## config.mk

```make
export PLATFORM = sky130hd
export DESIGN_NAME = trb_timer
export DESIGN_NICKNAME = d
export VERILOG_FILES = /design/src/trb_pkg.sv /design/src/trb_timer.sv /design/src/trb_pin_sync.sv
export SDC_FILE = /design/constraint.sdc
export NUM_CORES = 1
export LEC_CHECK = 0
export BUFFER_PORTS_ARGS = -buffer_cell sky130_fd_sc_hd__buf_2
export CORE_ASPECT_RATIO = 2
export CORE_UTILIZATION = 50
export CTS_CLUSTER_DIAMETER = 30
export DETAILED_ROUTE_END_ITERATION = 8
export GPL_TIMING_DRIVEN = 0
export PLACE_DENSITY = 0.76
export SLEW_MARGIN = 40
export SYNTH_ARGS = -nofsm -noshare
export SYNTH_HDL_FRONTEND = slang
export SYNTH_SLANG_ARGS = --single-unit
```

## constraint.sdc

```tcl
create_clock -name clk -period 10.2 [get_ports clk]
set_input_delay 1.53 -clock clk [delete_from_list [all_inputs] [get_ports clk]]
set_output_delay 1.53 -clock clk [all_outputs]
set_load 0.02 [all_outputs]
```

## src/trb_pkg.sv

```systemverilog
/*
 * Shared constants and types for the reload timer with buzzer and PWM output.
 * Assumes one 20 MHz clock and a 32-bit AXI4-Lite register bus.
 */
package trb_pkg;
   // Register indices; byte address is four times the index
   localparam logic [7:0] IDX_RELOAD = 8'hCD;
   localparam logic [7:0] IDX_MODE = 8'hDA;
   localparam logic [7:0] IDX_COUNT = 8'hDB;
   localparam logic [7:0] IDX_IRQ = 8'hC0;
   // Mode register fields
   localparam int MODE_PWM_BIT = 0;
   localparam int MODE_TOGGLE_BIT = 1;
   localparam int MODE_ALOAD_BIT = 2;
   localparam int MODE_CKS_BIT = 3;
   localparam int MODE_RATE_LSB = 4;
   localparam int MODE_EN_BIT = 7;
   // Interrupt register fields
   localparam int IRQ_EN_BIT = 0;
   localparam int IRQ_FLAG_BIT = 1;
   // Reset values
   localparam logic [7:0] RST_MODE = 8'h00;
   localparam logic [7:0] RST_COUNT = 8'h00;
   localparam logic [7:0] RST_RELOAD = 8'h00;
   localparam logic RST_EXT_LEVEL = 1'b1;
   // Modulus masks for the PWM boundary select
   localparam logic [7:0] MASK_256 = 8'hFF;
   localparam logic [7:0] MASK_64 = 8'h3F;
   localparam logic [7:0] MASK_32 = 8'h1F;
   localparam logic [7:0] MASK_16 = 8'h0F;
   // Bus responses
   localparam logic [1:0] RESP_OKAY = 2'h0;
   localparam logic [1:0] RESP_SLVERR = 2'h2;

   // Pin synchroniser state
   typedef struct packed {
      logic [2:0] stage;
      logic level;
   } trb_sync_t;

   // Pin facing outputs
   typedef struct packed {
      logic level;
      logic owned;
   } trb_pin_t;

   // Whole timer state
   typedef struct packed {
      logic [7:0] mode;
      logic [7:0] count;
      logic [7:0] reloadBuf;
      logic [7:0] reloadAct;
      logic [7:0] pre;
      logic irqEn;
      logic irqFlag;
      logic buzz;
      logic pwmOut;
      logic extLast;
      trb_pin_t pin;
      logic awHeld;
      logic wHeld;
      logic [7:0] awIdx;
      logic [7:0] wData;
      logic wLane0;
      logic bValid;
      logic [1:0] bResp;
      logic rValid;
      logic [31:0] rData;
      logic [1:0] rResp;
   } trb_state_t;
endpackage

```

## src/trb_timer.sv

```systemverilog
/*
 * 8-bit up-counting timer and event counter with double-buffered reload,
 * buzzer toggle output and PWM output, behind an AXI4-Lite slave.
 * Assumes a 20 MHz clk, synchronous active-high srst, and an external
 * event pin asynchronous to clk.
 */
`timescale 1ns/10ps
module trb_timer #(
   parameter int ADDR_W = 12
) (
   // Clock and reset
   input wire logic clk,
   input wire logic srst,
   // AXI4-Lite write address and data
   input wire logic [ADDR_W-1:0] s_axi_awaddr,
   input wire logic s_axi_awvalid,
   output logic s_axi_awready,
   input wire logic [31:0] s_axi_wdata,
   input wire logic [3:0] s_axi_wstrb,
   input wire logic s_axi_wvalid,
   output logic s_axi_wready,
   // AXI4-Lite write response
   output logic [1:0] s_axi_bresp,
   output logic s_axi_bvalid,
   input wire logic s_axi_bready,
   // AXI4-Lite read
   input wire logic [ADDR_W-1:0] s_axi_araddr,
   input wire logic s_axi_arvalid,
   output logic s_axi_arready,
   output logic [31:0] s_axi_rdata,
   output logic [1:0] s_axi_rresp,
   output logic s_axi_rvalid,
   input wire logic s_axi_rready,
   // External event pin
   input wire logic externalEventInput,
   // Shared output pin and interrupt request
   output trb_pkg::trb_pin_t sharedOutputPin,
   output logic timerIrqRequest
);
   trb_pkg::trb_state_t s;
   trb_pkg::trb_state_t next_s;

   logic extLevel;
   logic timerEnableBit;
   logic pwmOutputEnable;
   logic toggleOutputEnable;
   logic autoReloadEnable;
   logic clockSourceSelect;
   logic [2:0] rateSelect;
   logic [7:0] modMask;
   logic [7:0] preMask;
   logic intTick;
   logic extFall;
   logic countTick;
   logic overflow;
   logic awFire;
   logic wFire;
   logic arFire;
   logic wrDo;
   logic [7:0] wrIdx;
   logic [7:0] wrData;
   logic wrLane0;
   logic [7:0] arIdx;
   logic countWrite;

   // External event pin through the filter
   trb_pin_sync u_ext_sync (
      .clk(clk),
      .srst(srst),
      .pinIn(externalEventInput),
      .level(extLevel)
   );

   // Mode fields
   assign timerEnableBit = s.mode[trb_pkg::MODE_EN_BIT];
   assign pwmOutputEnable = s.mode[trb_pkg::MODE_PWM_BIT];
   assign toggleOutputEnable = s.mode[trb_pkg::MODE_TOGGLE_BIT];
   assign autoReloadEnable = s.mode[trb_pkg::MODE_ALOAD_BIT];
   assign clockSourceSelect = s.mode[trb_pkg::MODE_CKS_BIT];
   assign rateSelect = s.mode[trb_pkg::MODE_RATE_LSB +: 3];

   // Overflow boundary select
   always_comb begin
      modMask = trb_pkg::MASK_256;
      if (pwmOutputEnable && !clockSourceSelect) begin
         case ({autoReloadEnable, toggleOutputEnable})
            2'b00: modMask = trb_pkg::MASK_256;
            2'b01: modMask = trb_pkg::MASK_64;
            2'b10: modMask = trb_pkg::MASK_32;
            2'b11: modMask = trb_pkg::MASK_16;
            default: modMask = trb_pkg::MASK_256;
         endcase
      end
   end

   // Count clock: prescaler tap or filtered falling edge
   assign preMask = trb_pkg::MASK_256 >> rateSelect;
   assign intTick = ((s.pre & preMask) == preMask);
   assign extFall = s.extLast && !extLevel;
   assign countTick = timerEnableBit && (clockSourceSelect ? extFall : intTick);
   assign overflow = countTick && ((s.count & modMask) == modMask);

   // Bus handshakes and the write that completes once both halves are in
   assign s_axi_awready = !s.awHeld && !s.bValid;
   assign s_axi_wready = !s.wHeld && !s.bValid;
   assign s_axi_arready = !s.rValid;
   assign awFire = s_axi_awvalid && s_axi_awready;
   assign wFire = s_axi_wvalid && s_axi_wready;
   assign arFire = s_axi_arvalid && s_axi_arready;
   assign wrDo = (s.awHeld || awFire) && (s.wHeld || wFire);
   assign wrIdx = s.awHeld ? s.awIdx : s_axi_awaddr[9:2];
   assign wrData = s.wHeld ? s.wData : s_axi_wdata[7:0];
   assign wrLane0 = s.wHeld ? s.wLane0 : s_axi_wstrb[0];
   assign arIdx = s_axi_araddr[9:2];
   assign countWrite = wrDo && wrLane0 && (wrIdx == trb_pkg::IDX_COUNT);

   // Next state
   always_comb begin
      next_s = s;
      next_s.pre = s.pre + 8'h01;
      next_s.extLast = extLevel;
      // Counting and overflow handling
      if (countTick) begin
         next_s.count = (s.count + 8'h01) & modMask;
      end
      if (overflow) begin
         next_s.reloadAct = s.reloadBuf;
         next_s.irqFlag = 1'b1;
         if (pwmOutputEnable) begin
            next_s.count = 8'h00;
         end else if (autoReloadEnable) begin
            next_s.count = s.reloadAct;
         end
         if (toggleOutputEnable && !pwmOutputEnable) begin
            next_s.buzz = !s.buzz;
         end
      end
      // Write channel capture
      if (awFire && !wrDo) begin
         next_s.awHeld = 1'b1;
         next_s.awIdx = s_axi_awaddr[9:2];
      end
      if (wFire && !wrDo) begin
         next_s.wHeld = 1'b1;
         next_s.wData = s_axi_wdata[7:0];
         next_s.wLane0 = s_axi_wstrb[0];
      end
      if (s.bValid && s_axi_bready) begin
         next_s.bValid = 1'b0;
      end
      // Register write
      if (wrDo) begin
         next_s.awHeld = 1'b0;
         next_s.wHeld = 1'b0;
         next_s.bValid = 1'b1;
         next_s.bResp = trb_pkg::RESP_OKAY;
         case (wrIdx)
            trb_pkg::IDX_MODE: begin
               if (wrLane0) begin
                  next_s.mode = wrData;
               end
            end
            trb_pkg::IDX_COUNT: begin
               if (wrLane0) begin
                  next_s.count = wrData;
               end
            end
            trb_pkg::IDX_RELOAD: begin
               if (wrLane0) begin
                  next_s.reloadBuf = wrData;
               end
            end
            trb_pkg::IDX_IRQ: begin
               if (wrLane0) begin
                  next_s.irqEn = wrData[trb_pkg::IRQ_EN_BIT];
                  // Write one clears; a same-cycle overflow wins
                  if (wrData[trb_pkg::IRQ_FLAG_BIT] && !overflow) begin
                     next_s.irqFlag = 1'b0;
                  end
               end
            end
            default: begin
               next_s.bResp = trb_pkg::RESP_SLVERR;
            end
         endcase
      end
      // Register read
      if (s.rValid && s_axi_rready) begin
         next_s.rValid = 1'b0;
      end
      if (arFire) begin
         next_s.rValid = 1'b1;
         next_s.rResp = trb_pkg::RESP_OKAY;
         next_s.rData = 32'h0000_0000;
         case (arIdx)
            trb_pkg::IDX_MODE: next_s.rData[7:0] = s.mode;
            trb_pkg::IDX_COUNT: next_s.rData[7:0] = s.count;
            trb_pkg::IDX_RELOAD: next_s.rData[7:0] = 8'h00;
            trb_pkg::IDX_IRQ: begin
               next_s.rData[trb_pkg::IRQ_EN_BIT] = s.irqEn;
               next_s.rData[trb_pkg::IRQ_FLAG_BIT] = s.irqFlag;
            end
            default: next_s.rResp = trb_pkg::RESP_SLVERR;
         endcase
      end
      // PWM compare against the active reload, frozen while disabled
      if (timerEnableBit && pwmOutputEnable) begin
         next_s.pwmOut = ((next_s.count & modMask) < (next_s.reloadAct & modMask));
      end
      // Shared pin: PWM first, buzzer only with PWM off
      next_s.pin.owned = next_s.mode[trb_pkg::MODE_PWM_BIT] ||
         next_s.mode[trb_pkg::MODE_TOGGLE_BIT];
      next_s.pin.level = next_s.mode[trb_pkg::MODE_PWM_BIT] ? next_s.pwmOut : next_s.buzz;
   end

   // State register
   always_ff @(posedge clk) begin
      if (srst) begin
         s <= '0;
         s.mode <= trb_pkg::RST_MODE;
         s.count <= trb_pkg::RST_COUNT;
         s.reloadBuf <= trb_pkg::RST_RELOAD;
         s.reloadAct <= trb_pkg::RST_RELOAD;
         s.extLast <= trb_pkg::RST_EXT_LEVEL;
      end else begin
         s <= next_s;
      end
   end

   // Outputs
   assign s_axi_bvalid = s.bValid;
   assign s_axi_bresp = s.bResp;
   assign s_axi_rvalid = s.rValid;
   assign s_axi_rdata = s.rData;
   assign s_axi_rresp = s.rResp;
   assign sharedOutputPin = s.pin;
   assign timerIrqRequest = s.irqFlag && s.irqEn;
endmodule

```

## src/trb_pin_sync.sv

```systemverilog
/*
 * Three-stage synchroniser with agreement filter for one pin input.
 * Assumes the pin is asynchronous to clk; output level is idle high.
 */
`timescale 1ns/10ps
module trb_pin_sync (
   // Clock and reset
   input wire logic clk,
   input wire logic srst,
   // Pin and filtered level
   input wire logic pinIn,
   output logic level
);
   trb_pkg::trb_sync_t s;
   trb_pkg::trb_sync_t next_s;

   // Shift the pin in; accept a level once stages two and three agree
   always_comb begin
      next_s = s;
      next_s.stage = {s.stage[1:0], pinIn};
      if (s.stage[1] == s.stage[2]) begin
         next_s.level = s.stage[2];
      end
   end

   // State register
   always_ff @(posedge clk) begin
      if (srst) begin
         s <= {{3{trb_pkg::RST_EXT_LEVEL}}, trb_pkg::RST_EXT_LEVEL};
      end else begin
         s <= next_s;
      end
   end

   assign level = s.level;
endmodule

```

== Word level (Yosys, flattened, before mapping) ==
Index checks and enable logic that the tools add are counted.

* Output and inout port bits: 44
* Bits in registers: 84
* Word-level logic and storage cells: 122
* Input bits: 68

* Equal/unequal tests: 14
* Shift operators: 1
* $add $sub $neg: 2
* $lt $le $gt $ge: 1
* Mux-type cells: 34
* Bitwise operators: 5
* Reduce and logical (&&, ||, !) cells: 40

{| class="wikitable"
|+ Operator list
! cell !! count
|-
| $mux 8 || 12
|-
| $eq 8x8->1 const B || 8
|-
| $and 8x8->8 || 5
|-
| $mux 35 || 1
|-
| $pmux 8 s4 || 1
|-
| $logic_and 1x1->1 || 18
|-
| $mux 18 || 1
|-
| $add 8x1->8 const B || 2
|-
| $eq 8x8->1 || 2
|-
| $pmux 6 s2 || 1
|-
| $mux 1 || 11
|-
| $logic_not 1->1 || 10
|-
| $mux 2 || 5
|-
| $reduce_and 3->1 || 3
|-
| $lt 8x8->1 || 1
|-
| $reduce_or 4->1 || 2
|-
| $shr 8x3->8 const A || 1
|-
| $pmux 2 s3 || 1
|-
| $eq 2x2->1 const B || 2
|-
| $reduce_bool 2->1 || 2
|-
| $logic_or 1x1->1 || 3
|-
| $mux 3 || 1
|-
| $eq 2x1->1 const B || 1
|-
| $logic_not 2->1 || 1
|-
| 2 further kinds || 2
|}

== Longest topological paths before layout ==
* Depth in word-level cells: 16
* Depth in mapped cells: 18
* Mapped depth without buffers: 16

== By module ==
Synthesis repeated with hierarchy kept, for this count alone.

* Cells, all modules: 501
* Area total of the unflattened synthesis: 4383.0 µm²

{| class="wikitable"
|+ By module, submodules not included
! module !! instances !! cells an instance !! area each (µm²) !! sequential area each (µm²)
|-
| trb_timer || 1 || 491 || 4267.8 || 1561.5
|-
| trb_pin_sync || 1 || 10 || 115.1 || 80.1
|}

== Worst setup path before layout ==
Ideal clock, no wire load.

* Path type: input to register
* Start: in s_axi_awaddr[7]
* End: reg s (netlist bit sharedOutputPin[1])
* Setup time: 56 ps
* Data required time: 10144 ps
* Arrival: 4539 ps
* Setup slack: 5605 ps
* Stages: 16
* Path buffers: 0
* Cell sequence: nand3b_1 > o21ai_1 > nand4_2 > nor4_2 > a21oi_1 > a32o_1 > a21oi_1 > a21oi_1 > ha_1 > a21o_1 > a21oi_1 > nor2b_1 > o41ai_1 > nand2b_1 > o31a_1 > o2bb2a_4

* Word-level cells in the longest chain between the ends: 8
* Elaborated cells on any way between the ends: 10
* Those cells by class: order compare: 1; eq/ne: 2; mux: 6; bitwise: 1

{| class="wikitable"
|+ Ends and longest elaborated chain
! element !! line !! RTL
|-
| start: declaration || trb_timer.sv:15 || <nowiki>input wire logic [ADDR_W-1:0] s_axi_awaddr,</nowiki>
|-
| $mux 8 * || trb_timer.sv:111 || <nowiki>assign wrIdx = s.awHeld ? s.awIdx : s_axi_awaddr[9:2];</nowiki>
|-
| $eq 8x8->1 || trb_timer.sv:157 || <nowiki>case (wrIdx)</nowiki>
|-
| $mux 8 || trb_timer.sv:157 ||
|-
| $mux 18 * || trb_timer.sv:152 || <nowiki>if (wrDo) begin</nowiki>
|-
| $and 8x8->8 || trb_timer.sv:208 || <nowiki>next_s.pwmOut = ((next_s.count & modMask) < (next_s.reloadAct & modMask));</nowiki>
|-
| $lt 8x8->1 || trb_timer.sv:208 ||
|-
| $mux 1 || trb_timer.sv:207 || <nowiki>if (timerEnableBit && pwmOutputEnable) begin</nowiki>
|-
| $mux 1 * || trb_timer.sv:213 || <nowiki>next_s.pin.level = next_s.mode[trb_pkg::MODE_PWM_BIT] ? next_s.pwmOut : next_s.buzz;</nowiki>
|-
| end signal: assignment || trb_timer.sv:226 || <nowiki>s <= next_s;</nowiki>
|-
| end: declaration || trb_timer.sv:40 || <nowiki>trb_pkg::trb_state_t s;</nowiki>
|}

Every way passes the cells marked *; elsewhere a longest branch is shown, timed or not.
A chain may end at the register's enable or synchronous reset.

== Worst setup path in the final report ==
Same ends and word-level chain as after synthesis.

==> results.py <==
metrics = {
    "status": {
        "status": "finished, final reports clean",
    },
    "route": {
        "drtIter0Drc": 234,
        "vias": 3704,
        "routed_wl_um": 10570,
        "via_per_inst": 5.512,
        "ant_nets": 0,
        "remaining_drc_errors": 0,
        "drt-pass1-iter-count": 4,
        "wire_per_inst_um": 15.72,
    },
    "sta": {
        "drv_slew": 0,
        "hold_viol": 0,
        "tightestPinTransition_ns": 0.7025,
        "max_freq_mhz": 199.6,
        "max_slew_margin_pct": 53.16,
        "fin_ws_ns": 5.190,
        "fin_skew_ns": 0.006072,
        "fin_crit_ns": 5.010,
        "fin_crit_sh_pct": 49.12,
        "fin_hold_ws_ns": 0.4098,
        "tns_ns": 0,
        "rsz0062_at_grt": "no",
        "finalSetupViolCount": 0,
    },
    "logic_synthesis": {
        "synth-simple-area-share_pct": 21.19,
        "synth.area.mux_share_pct": 14.17,
        "synth_seq_area_share_pct": 38.72,
        "synthDistinctLibCells": 59,
        "synth-compound-area-share_pct": 11.95,
        "ys_async_sr_fraction_pct": 0,
        "synthAdderAreaFrac_pct": 2.656,
        "yosys_most_used_dff": "dfxtp_1",
        "synth_cells": 486,
        "synth_xor_xnor_area_share_pct": 1.860,
        "syn_area_per_cell_um2": 8.722,
        "synth_seq_cells": 82,
        "ys_warn_count": 0,
        "synth-edff-count": 0,
        "syn_area_mm2": 0.004239,
        "synth_top_family_by_area": "simple AND/OR/NAND/NOR gates",
    },
    "floorplanning": {
        "io_pins": 112,
        "start_util_pct": 51.49,
        "die_w_um": 67.11,
        "die_area_mm2": 0.008873,
        "die_h_um": 132.2,
        "rows": 47,
        "core_area_mm2": 0.008233,
    },
    "power": {
        "irDropWorstVdd_mv": 0.08646,
        "design_power_total_mw": 0.7556,
        "p_leak_nw": 2.258,
        "power_density_mw_per_mm2": 150.8,
    },
    "finish": {
        "fillCellCount": 729,
        "diodes": 0,
        "fin_nets": 647,
        "areaGrowthSynthToFinish_pct": 18.18,
        "drive_gt1_share_pct": 22.13,
        "final_area_mm2": 0.005010,
    },
    "clocking": {
        "cts_tree": "built",
        "clockBufferDepth": 2,
        "cts_resized": 0,
        "numCtsBuffers": 9,
        "clkSinkCount": 82,
        "path_clk_slew_ns": 0.06,
        "htreeDepth": 3,
        "insertion_delay_ns": 0.34,
        "clockRootBuffer": "clkbuf_16",
        "post_cts_buffers": 0,
        "hold_buffers": 0,
    },
    "global_routing": {
        "grt_pass1_wl_um": 16820,
        "grt_max_degree": 13,
        "overflow": 0,
        "grt_pass1_vias": 3676,
        "grt_antenna_before_repair": 0,
        "grt_usage_pct": 25.65,
    },
    "place": {
        "place_ws_ns": 4.697,
        "routabilityCongestion": 0.9415,
        "placed_area_mm2": 0.004696,
        "numPortBuffers": 48,
        "dp.final_hpwl_um": 7985,
    },
    "worst_setup_path": {
        "cp-end-kind": "flop",
        "arrival_ns": 5.30,
        "required_ns": 10.49,
        "critical_path_class": "primary input to flop",
        "worstPathMaxFanout": 8,
        "critPathLaunchType": "primary input",
    },
    "hold_path": {
        "hold_class": "flop to flop",
    },
    "job": {
        "cap_violations": 0,
    },
}
-- layout by cell type, fill, tap and decap left out, drive strengths merged, types with 3 or more instances in the layout --
cell	n
mux2	8
nor2b	5
nor2	93
nand3	13
clkbuf	24
a31oi	3
nor4	9
or2	8
a2bb2oi	3
mux2i	51
inv	6
dfxtp	82
xor2	6
o31a	3
ha	9
nand4b	3
buf	93
nor3	12
nand2	23
nand2b	3
and3	6
conb	26
nand3b	3
xnor2	3
or3	3
a22oi	3
o21ai	16
a21oi	26
-- stage by stage --
| step | utilization, % | std cells |
|---|---|---|
| floorplan | - | 511 |
| global placement | 57.04 | 657 |
| detailed placement | 57.04 | 657 |
| CTS | 60.74 | 672 |
| global route | 60.85 | 672 |
| finish | 60.85 | 672 |
-- area by class of cell --
type,count,area (µm²),share of cell area [%]
plain buffers,56,374.1,7.468
clock buffers,13,270.3,5.395
clock inverters,2,35.03,0.6993
inverters,6,22.52,0.4496
multi-input cells,367,2303,45.98
flip-flops and latches,82,1642,32.77
well taps,98,122.6,2.448
repair buffers,48,240.2,4.795
-- path summary, 6_finish.rpt --
path	from	to	slack (ns)	depth (start not counted)
max reg2reg	pwmOutputEnable	sharedOutputPin[1]	5.88	17
max	s_axi_awaddr[7]	sharedOutputPin[1]	5.19	17
min	u_ext_sync.next_s[2]	u_ext_sync.next_s[3]	0.41	1
min reg2reg	u_ext_sync.next_s[2]	u_ext_sync.next_s[3]	0.41	1
-- worst max-delay path, cell delays in order --
cell and delay [ns]:
buf_2 0.10, nand3b_1 0.17, o21ai_1 0.17, nand4_2 0.20, nor4_4 0.56, a21oi_1 0.29, o21ai_0 0.17, a2bb2oi_1 0.22
nor2_1 0.06, ha_1 0.32, a21o_1 0.16, a21oi_1 0.14, nor2b_1 0.06, o41ai_1 0.51, nand2b_1 0.11, o31a_1 0.32
o2bb2a_4 0.21
-- power breakdown --
part           internal [mW]  total (mW)  switching (mW)
clock network          0.208       0.329           0.121
logic                 0.0355      0.0897          0.0542
registers              0.330       0.337         0.00695
total                  0.573       0.756           0.182
-- cell usage after synthesis (all sizes together), types with 3 or more instances --
cell type	instances	share of area, %
inv	6	0.53
and3	6	0.89
nand4b	3	0.62
a22oi	3	0.53
nand3b	3	0.53
xor2	6	1.2
ha	9	2.7
mux2	8	2.1
nor3	12	1.7
nand2	23	2.0
a31oi	3	0.44
o31a	3	0.62
o21ai	16	1.9
nand2b	3	0.44
dfxtp	82	39
xnor2	3	0.62
nor2	93	8.2
or3	3	0.44
or2	8	1.2
buf	45	7.9
clkbuf	11	0.97
nor2b	5	0.74
nand3	13	1.5
a2bb2oi	3	0.62
mux2i	51	12
a21oi	26	3.1
nor4	9	1.5
-- logic make-up after synthesis --
| logic type | Yosys count |
|---|---|
| other cells | 1 |
| simple gates | 188 |
| fa+ha+maj | 9 |
| flops | 82 |
| xor+xnor | 9 |
| mux | 59 |
| buf+inv | 62 |
| compound gates | 76 |
-- per-layer routing --
layer,routed length [µm],global-route usage (%)
met5,0,0
met1,3687,23.76
met4,816,20.92
met2,5624,44.83
met3,439,5.796
-- state kept, by name, indices dropped and copies added (netlist names), 2 cells and up --
name	cells
sharedOutputPin	2
u_ext_sync.next_s	2
rateSelect	3
s_axi_rdata	8
s	58
No activity file was read; power rests on OpenSTA's default activity.
